[config.mk]
export PLATFORM = sky130hd
export DESIGN_NAME = css_clock_select
export DESIGN_NICKNAME = d
export VERILOG_FILES = /design/src/include/css_pkg.sv /design/src/design/css_once_latch.sv /design/src/design/css_clock_select.sv
export SDC_FILE = /design/constraint.sdc
export NUM_CORES = 1
export LEC_CHECK = 0
export ABC_CLOCK_PERIOD_IN_PS = 1800
export BUFFER_PORTS_ARGS = -buffer_cell sky130_fd_sc_hd__buf_2
export CAP_MARGIN = 40
export CELL_PAD_IN_SITES_DETAIL_PLACEMENT = 1
export CELL_PAD_IN_SITES_GLOBAL_PLACEMENT = 2
export CORE_MARGIN = 3
export CORE_UTILIZATION = 30
export CTS_BUF_LIST = sky130_fd_sc_hd__clkbuf_4
export CTS_CLUSTER_DIAMETER = 80
export CTS_CLUSTER_SIZE = 8
export DETAILED_ROUTE_END_ITERATION = 8
export GPL_TIMING_DRIVEN = 1
export MAX_ROUTING_LAYER = met4
export PLACE_DENSITY_LB_ADDON = 0.15
export SYNTH_ARGS = -nofsm -noshare
export SYNTH_HDL_FRONTEND = slang
export SYNTH_SLANG_ARGS = --single-unit
[constraint.sdc]
create_clock -name I_SYS_CLK -period 1.8 [get_ports I_SYS_CLK]
set_input_delay 0.36 -clock I_SYS_CLK [delete_from_list [all_inputs] [get_ports I_SYS_CLK]]
set_output_delay 0.36 -clock I_SYS_CLK [all_outputs]
set_load 0.01 [all_outputs]
[src/include/css_pkg.sv]
package css_pkg;
  // Register layout of the oscillator-control and clock-mode registers
  localparam int         REG_W             = 4;
  localparam int         OSC_MAIN_EN_BIT   = 0;
  localparam int         OSC_RING_EN_BIT   = 1;
  localparam int         MODE_MAIN_SEL_BIT = 0;
  localparam logic [3:0] OSC_CTRL_RESET    = 4'h2;
  localparam logic [3:0] CLK_MODE_RESET    = 4'h0;

  // Power-down sequence states, Gray coded along run, armed, back-up
  typedef enum logic [1:0] {
    CSS_RUN    = 2'h0,
    CSS_ARMED  = 2'h1,
    CSS_BACKUP = 2'h3
  } css_pd_state_t;
endpackage : css_pkg

[src/design/css_once_latch.sv]
`timescale 1ns/1ps
module css_once_latch (
  input  wire logic i_clk,
  input  wire logic i_rst_n,
  input  wire logic i_ce,
  input  wire logic i_set,
  output logic      o_q
);
  logic q_reg;
  logic q_next;

  // Sets once and never clears except at hard reset
  always_comb begin
    q_next = q_reg | i_set;
  end

  always_ff @(posedge i_clk or negedge i_rst_n) begin
    if (!i_rst_n) begin
      q_reg <= 1'b0;
    end else if (i_ce) begin
      q_reg <= q_next;
    end
  end

  assign o_q = q_reg;

  once_sticky_a: assert property (@(posedge i_clk) disable iff (!i_rst_n)
    q_reg |=> q_reg) else $error("One-time selection was lost");
  once_set_a: assert property (@(posedge i_clk) disable iff (!i_rst_n)
    !q_reg && i_ce && i_set |=> q_reg) else $error("One-time selection not taken");
endmodule : css_once_latch

[src/design/css_clock_select.sv]
`timescale 1ns/1ps
// Summary of operation
// - RC oscillator select instruction takes effect once; later executions change nothing.
// - Without that instruction the ceramic circuit produces the main clock.
// - Return from back-up restores oscillator-control and clock-mode registers to initial.
// - The RC selection record survives the back-up state and its return.
// - Back-up entered only when power-down directly follows power-down enable.
module css_clock_select
  import css_pkg::*;
(
  input  wire logic             I_SYS_CLK,
  input  wire logic             I_RST_N,
  input  wire logic             I_CE,
  input  wire logic             I_INSTR_VALID,
  input  wire logic             I_RC_OSC_SELECT_INSTR,
  input  wire logic             I_POWER_DOWN_ENABLE_INSTR,
  input  wire logic             I_POWER_DOWN_INSTR,
  input  wire logic             I_WAKEUP,
  input  wire logic             I_OSC_CTRL_WE,
  input  wire logic [REG_W-1:0] I_OSC_CTRL_WDATA,
  input  wire logic             I_CLK_MODE_WE,
  input  wire logic [REG_W-1:0] I_CLK_MODE_WDATA,
  input  wire logic             I_MAIN_CLOCK,
  input  wire logic             I_RING_CLOCK,
  output logic      [REG_W-1:0] O_OSC_CTRL,
  output logic      [REG_W-1:0] O_CLK_MODE,
  output logic                  O_RC_OSC_SEL,
  output logic                  O_BACKUP,
  output logic                  O_MAIN_OSC_EN,
  output logic                  O_RING_OSC_EN,
  output logic                  O_MAIN_SEL,
  output logic                  O_SRC_CLK
);
  css_pd_state_t    state_reg;
  css_pd_state_t    state_next;
  logic [REG_W-1:0] osc_control_reg;
  logic [REG_W-1:0] osc_control_next;
  logic [REG_W-1:0] clock_mode_reg;
  logic [REG_W-1:0] clock_mode_next;
  logic             rc_set;
  logic             rc_sel;
  logic             wake_ev;
  logic             backup_reg;
  logic             backup_next;
  logic             main_en_reg;
  logic             main_en_next;
  logic             ring_en_reg;
  logic             ring_en_next;

  // Instructions count only outside back-up (run or armed), one per valid strobe
  assign rc_set  = I_INSTR_VALID && I_RC_OSC_SELECT_INSTR && (state_reg != CSS_BACKUP);
  assign wake_ev = (state_reg == CSS_BACKUP) && I_WAKEUP;

  // Sticky record, untouched by the back-up sequence
  css_once_latch css_once_latch_inst (
    .i_clk   (I_SYS_CLK),
    .i_rst_n (I_RST_N),
    .i_ce    (I_CE),
    .i_set   (rc_set),
    .o_q     (rc_sel)
  );

  // Power-down sequencing
  always_comb begin
    state_next = state_reg;
    case (state_reg)
      CSS_RUN: begin
        if (I_INSTR_VALID && I_POWER_DOWN_ENABLE_INSTR) begin
          state_next = CSS_ARMED;
        end
      end
      CSS_ARMED: begin
        if (I_INSTR_VALID) begin
          if (I_POWER_DOWN_INSTR) begin
            state_next = CSS_BACKUP;
          end else if (!I_POWER_DOWN_ENABLE_INSTR) begin
            state_next = CSS_RUN;
          end
        end
      end
      CSS_BACKUP: begin
        if (I_WAKEUP) begin
          state_next = CSS_RUN;
        end
      end
      default: begin
        state_next = CSS_RUN;
      end
    endcase
  end

  // Register writes; wake restores initial values
  always_comb begin
    osc_control_next = osc_control_reg;
    clock_mode_next  = clock_mode_reg;
    if (wake_ev) begin
      osc_control_next = OSC_CTRL_RESET;
      clock_mode_next  = CLK_MODE_RESET;
    end else if (state_reg != CSS_BACKUP) begin
      if (I_OSC_CTRL_WE) begin
        osc_control_next = I_OSC_CTRL_WDATA;
      end
      if (I_CLK_MODE_WE) begin
        clock_mode_next = I_CLK_MODE_WDATA;
      end
    end
  end

  always_ff @(posedge I_SYS_CLK or negedge I_RST_N) begin
    if (!I_RST_N) begin
      state_reg       <= CSS_RUN;
      osc_control_reg <= OSC_CTRL_RESET;
      clock_mode_reg  <= CLK_MODE_RESET;
    end else if (I_CE) begin
      state_reg       <= state_next;
      osc_control_reg <= osc_control_next;
      clock_mode_reg  <= clock_mode_next;
    end
  end

  // Output flags registered from next values; oscillators stop while backed up
  always_comb begin
    backup_next  = (state_next == CSS_BACKUP);
    main_en_next = osc_control_next[OSC_MAIN_EN_BIT] && !backup_next;
    ring_en_next = osc_control_next[OSC_RING_EN_BIT] && !backup_next;
  end

  always_ff @(posedge I_SYS_CLK or negedge I_RST_N) begin
    if (!I_RST_N) begin
      backup_reg  <= 1'b0;
      main_en_reg <= OSC_CTRL_RESET[OSC_MAIN_EN_BIT];
      ring_en_reg <= OSC_CTRL_RESET[OSC_RING_EN_BIT];
    end else if (I_CE) begin
      backup_reg  <= backup_next;
      main_en_reg <= main_en_next;
      ring_en_reg <= ring_en_next;
    end
  end

  assign O_OSC_CTRL    = osc_control_reg;
  assign O_CLK_MODE    = clock_mode_reg;
  assign O_RC_OSC_SEL  = rc_sel;
  assign O_BACKUP      = backup_reg;
  assign O_MAIN_OSC_EN = main_en_reg;
  assign O_RING_OSC_EN = ring_en_reg;
  assign O_MAIN_SEL    = clock_mode_reg[MODE_MAIN_SEL_BIT];
  // Operating source clock path
  assign O_SRC_CLK     = O_MAIN_SEL ? I_MAIN_CLOCK : I_RING_CLOCK;

  ceramic_default_a: assert property (@(posedge I_SYS_CLK) disable iff (!I_RST_N)
    O_RC_OSC_SEL |-> $past(O_RC_OSC_SEL) || $past(rc_set))
    else $error("RC selected without the select instruction");
  pd_entry_a: assert property (@(posedge I_SYS_CLK) disable iff (!I_RST_N)
    state_reg == CSS_ARMED && I_CE && I_INSTR_VALID && I_POWER_DOWN_INSTR |=> O_BACKUP)
    else $error("Power-down after enable did not enter back-up");
  pd_alone_a: assert property (@(posedge I_SYS_CLK) disable iff (!I_RST_N)
    !O_BACKUP ##1 O_BACKUP |-> $past(state_reg) == CSS_ARMED)
    else $error("Back-up entered without enable first");
  wake_init_a: assert property (@(posedge I_SYS_CLK) disable iff (!I_RST_N)
    wake_ev && I_CE |=> !O_BACKUP && O_OSC_CTRL == OSC_CTRL_RESET
      && O_CLK_MODE == CLK_MODE_RESET)
    else $error("Registers not restored on return from back-up");
  rc_retained_a: assert property (@(posedge I_SYS_CLK) disable iff (!I_RST_N)
    O_BACKUP && O_RC_OSC_SEL |=> O_RC_OSC_SEL)
    else $error("RC selection lost across back-up");
  src_route_a: assert property (@(posedge I_SYS_CLK) disable iff (!I_RST_N)
    O_SRC_CLK == (clock_mode_reg[MODE_MAIN_SEL_BIT] ? I_MAIN_CLOCK : I_RING_CLOCK))
    else $error("Operating clock routed from wrong source");

  // Power-down sequence checks
  pd_arm_a: assert property (@(posedge I_SYS_CLK) disable iff (!I_RST_N)
    state_reg == CSS_RUN && I_CE && I_INSTR_VALID && I_POWER_DOWN_ENABLE_INSTR
      |=> state_reg == CSS_ARMED)
    else $error("Power-down enable did not arm the sequence");
  armed_keep_a: assert property (@(posedge I_SYS_CLK) disable iff (!I_RST_N)
    state_reg == CSS_ARMED && I_CE && I_INSTR_VALID && I_POWER_DOWN_ENABLE_INSTR
      && !I_POWER_DOWN_INSTR |=> state_reg == CSS_ARMED)
    else $error("Repeated power-down enable dropped the arming");
  pd_disarm_a: assert property (@(posedge I_SYS_CLK) disable iff (!I_RST_N)
    state_reg == CSS_ARMED && I_CE && I_INSTR_VALID && !I_POWER_DOWN_INSTR
      && !I_POWER_DOWN_ENABLE_INSTR |=> state_reg == CSS_RUN)
    else $error("Other instruction after enable did not disarm");
  backup_decode_a: assert property (@(posedge I_SYS_CLK) disable iff (!I_RST_N)
    O_BACKUP == (state_reg == CSS_BACKUP))
    else $error("Back-up flag disagrees with sequence state");
  state_freeze_a: assert property (@(posedge I_SYS_CLK) disable iff (!I_RST_N)
    !I_CE |=> $stable(state_reg))
    else $error("Sequence state moved while clock enable low");
  osc_off_a: assert property (@(posedge I_SYS_CLK) disable iff (!I_RST_N)
    O_BACKUP |-> !O_MAIN_OSC_EN && !O_RING_OSC_EN)
    else $error("Oscillator left enabled in back-up");

  // Register and oscillator checks
  main_en_a: assert property (@(posedge I_SYS_CLK) disable iff (!I_RST_N)
    !O_BACKUP |-> O_MAIN_OSC_EN == O_OSC_CTRL[OSC_MAIN_EN_BIT])
    else $error("Main oscillator enable disagrees with register");
  ring_en_a: assert property (@(posedge I_SYS_CLK) disable iff (!I_RST_N)
    !O_BACKUP |-> O_RING_OSC_EN == O_OSC_CTRL[OSC_RING_EN_BIT])
    else $error("On-chip oscillator enable disagrees with register");
  osc_write_a: assert property (@(posedge I_SYS_CLK) disable iff (!I_RST_N)
    I_CE && !O_BACKUP && I_OSC_CTRL_WE |=> O_OSC_CTRL == $past(I_OSC_CTRL_WDATA))
    else $error("Oscillator-control write not taken");
  mode_write_a: assert property (@(posedge I_SYS_CLK) disable iff (!I_RST_N)
    I_CE && !O_BACKUP && I_CLK_MODE_WE |=> O_CLK_MODE == $past(I_CLK_MODE_WDATA))
    else $error("Clock-mode write not taken");
  backup_write_a: assert property (@(posedge I_SYS_CLK) disable iff (!I_RST_N)
    O_BACKUP && I_CE && !I_WAKEUP |=> $stable(O_OSC_CTRL) && $stable(O_CLK_MODE))
    else $error("Register changed during back-up");
  wake_ignored_a: assert property (@(posedge I_SYS_CLK) disable iff (!I_RST_N)
    !O_BACKUP && I_CE && I_WAKEUP && !I_OSC_CTRL_WE && !I_CLK_MODE_WE
      |=> $stable(O_OSC_CTRL) && $stable(O_CLK_MODE))
    else $error("Wake outside back-up changed a register");
  reg_freeze_a: assert property (@(posedge I_SYS_CLK) disable iff (!I_RST_N)
    !I_CE |=> $stable(O_OSC_CTRL) && $stable(O_CLK_MODE) && $stable(O_BACKUP))
    else $error("Register moved while clock enable low");
  rc_freeze_a: assert property (@(posedge I_SYS_CLK) disable iff (!I_RST_N)
    !I_CE |=> $stable(O_RC_OSC_SEL))
    else $error("RC selection moved while clock enable low");
  rc_refused_a: assert property (@(posedge I_SYS_CLK) disable iff (!I_RST_N)
    O_BACKUP && !O_RC_OSC_SEL |=> !O_RC_OSC_SEL)
    else $error("RC select taken during back-up");
endmodule : css_clock_select

==> results.py <==
metrics = {
    "outcome": {
        "status": "complete, no violations",
    },
    "route": {
        "ant_nets": 0,
        "vias_per_cell": 5.07,
        "first_iter_violations": 7,
        "routed_wl_mm": 1.85,
        "num_vias": 639,
        "drc_errors": 0,
        "dr.pass1.iters": 4,
        "wl_per_cell_um": 14.7,
    },
    "finish": {
        "layout-drive-gt1-share_pct": 46.9,
        "area_growth_pct": 27.4,
        "antenna_cells": 0,
        "final_nets": 120,
        "utilization_pct": 41.1,
        "design_area_sq_um": 936,
    },
    "logic_synthesis": {
        "synth_warnings": 0,
        "netlist_area_sq_um": 734,
        "syn_inst": 65,
        "synth-seq-cells": 14,
        "synth.top_cells.by_count": "dfrtp_1 (12), a31oi_1 (7), o2bb2ai_1 (6), inv_1 (4), nor2b_1 (4)",
        "synth_top_area_share_pct": 40.9,
        "synth_compound_area_share_pct": 25.9,
        "synth.largest_area_cell": "dfrtp_1",
        "synth_cell_types": 29,
        "synth-simple-area-share_pct": 13.1,
        "synth_top_family_by_area": "compound AO/OA/AOI/OAI gates",
        "syn-num-nets": 85,
        "synth_edf_count": 0,
        "yosysMostFrequentCell": "dfrtp_1",
        "ys_seq_area_share_pct": 48.0,
        "avgSynthCellArea_sq_um": 11.3,
        "synthTopCellsByArea": "dfrtp_1 (41%), dfstp_2 (7.2%), o2bb2ai_1 (7.2%)",
        "yosys_most_used_dff": "dfrtp_1",
        "muxShareOfSynthArea_pct": 6.64,
        "synth_xor_area_share_pct": 0,
        "synthAdderAreaFrac_pct": 0,
        "synthArstFlopShare_pct": 100,
    },
    "clock_network": {
        "cts_sinks": 14,
        "clockBufferDepth": 2,
        "cts_root_buf": "clkbuf_4",
        "clk_pin_slew_ps": 90,
        "tritoncts": "built",
        "cts_made_buffers": 3,
        "cts_max_level": 1,
        "clk-insertion-delay-late_ps": 290,
    },
    "placed_design": {
        "dp_hpwl_mm": 1.39,
        "dp_slack_ps": 579,
        "postPlaceCellArea_sq_um": 903,
        "port_buffers": 33,
        "place_congestion": 0.738,
    },
    "power_and_ir_drop": {
        "switchingPower_uw": 269,
        "leakagePower_uw": 0.000442,
        "peakVddDrop_uv": 364,
        "p_seq_share_pct": 49.2,
        "power_uw": 837,
        "p_int_uw": 568,
        "p_per_area_nw_per_um2": 894,
        "clkPwrFrac_pct": 22.3,
        "switching_share_pct": 32.2,
        "combPwrFrac_pct": 28.5,
    },
    "timing": {
        "maxSlewHeadroom_pct": 76.4,
        "finalHoldViolations": 0,
        "setup_viol": 0,
        "slew_violations": 0,
        "setup_slack_ps": 252,
        "tns_ps": 0,
        "skew_ps": 6.84,
        "fin_crit_sh_pct": 86.0,
        "worst_pin_slew_ps": 354,
        "clock.fmax_mhz": 646,
        "min_period_ps": 1550,
        "rsz0062_at_grt": "false",
    },
    "critical_path": {
        "rr_worst_depth": 3,
        "worstReg2RegStart": "O_OSC_CTRL[1]$_DFFE_PN1P_",
        "r2r_end": "O_RING_OSC_EN$_DFFE_PN1P_",
        "path_max_fanout": 5,
        "critPathArrivalTime_ps": 1190,
        "path_class": "flop to output port",
        "cp.required_ps": 1440,
        "endpoint_kind": "output port",
        "startpoint_type": "flop",
        "rrSetupSlack_ps": 670,
    },
    "worst_hold_path": {
        "whs_endpoint": "css_once_latch_inst.o_q$_DFFE_PN0P_",
        "min-delay-start": "I_RC_OSC_SELECT_INSTR",
        "hold_class": "input port to flop",
        "whs_path_depth": 2,
    },
    "global_route": {
        "grt_util_all_layers_pct": 13.1,
        "antenna_found_initial": 0,
        "grt_overflow_total": 0,
        "grt_pass1_vias": 611,
        "grt_pass1_wl_mm": 3.04,
        "grt_start_max_net_pins": 19,
    },
    "floorplan": {
        "design.die.area_sq_um": 3080,
        "ioPinCount": 34,
        "die_y_um": 55.5,
        "floorplan.rows": 17,
        "die_w_um": 55.5,
        "core_sq_um": 2280,
        "start_util_pct": 32.3,
    },
    "job": {
        "max_cap_violations": 0,
    },
}
==> critical path, stage by stage (launching register included) <==
cell     delay [ps]
dfrtp_1         420
mux2_2          350
buf_2           140
==> worst max path at each step <==
| stage | from | to | slack [ps] | cells after the start |
|---|---|---|---|---|
| finish | O_CLK_MODE[0]$_DFFE_PN0P_ | O_SRC_CLK | 250 | 2 |
| global route | O_CLK_MODE[0]$_DFFE_PN0P_ | O_SRC_CLK | 190 | 2 |
| CTS | O_CLK_MODE[0]$_DFFE_PN0P_ | O_SRC_CLK | 250 | 2 |
| detailed placement | O_CLK_MODE[0]$_DFFE_PN0P_ | O_SRC_CLK | 580 | 2 |
| global placement | O_CLK_MODE[0]$_DFFE_PN0P_ | O_SRC_CLK | 600 | 2 |
| floorplan | O_CLK_MODE[0]$_DFFE_PN0P_ | O_SRC_CLK | 650 | 1 |
==> logic make-up after synthesis <==
logic type             after synthesis
AO/OA/AOI/OAI                       23
AND/OR/NAND/NOR                     16
flip-flops                          14
buffers and inverters                8
multiplexers                         4
==> per-stage QoR <==
stage / instances / hold slack, ps
after global placement: 122 / 280
after global routing: 126 / 330
after detailed placement: 122 / 283
final: 126 / 334
after CTS: 126 / 321
after floorplan: 65 / 64.4
==> layout make-up <==
| type | count | area (sq um) |
|---|---|---|
| inverter | 4 | 15.0 |
| clock buffer | 3 | 22.5 |
| timing repair buffer | 34 | 175 |
| tap | 28 | 35.0 |
| multi-input combinational | 43 | 335 |
| sequential | 14 | 353 |
| fill | 271 | 1340 |
==> power groups by stage <==
stage / sequential, uW / clock (uW) / combinational [uW]
after floorplan: 436 / 0 / 124
after global placement: 416 / 0 / 236
after detailed placement: 419 / 0 / 240
after CTS: 413 / 197 / 244
after global routing: 423 / 207 / 264
final: 412 / 187 / 238
==> cell usage in the layout, fill, tap and decap left out <==
cell            n
dfrtp_1        12
nand2_2         1
buf_2          33
and2b_1         2
clkbuf_4        3
nand3b_1        1
o31ai_2         1
a31oi_1         7
dlygate4sd3_1   1
o21ai_4         1
nor2_1          1
mux2_2          3
o2bb2ai_1       6
nand2_1         3
a22o_1          1
nor2b_1         4
nand4_1         1
o211a_1         1
inv_1           4
a32o_1          1
a22oi_1         1
dfstp_2         2
nand2b_1        1
nand4b_1        1
a41o_1          1
o21ai_0         2
and2_1          1
mux2_4          1
o21ai_2         1
==> per-layer routing <==
metal / GRT usage, % / vias up / share of wire (%)
li1: - / 309 / -
met1: 16.2 / 307 / 47
met2: 19.8 / 18 / 46
met3: 2.57 / 5 / 4.8
met4: 7.29 / 0 / 2.3
met5: - / - / 0
==> what timing repair did <==
item                      in CTS  in global routing
resized for setup              0                  0
hold buffers                   1                  0
setup buffers                  0                  0
hold endpoints to repair      12                  0
No activity file was read; power rests on OpenSTA's default activity.
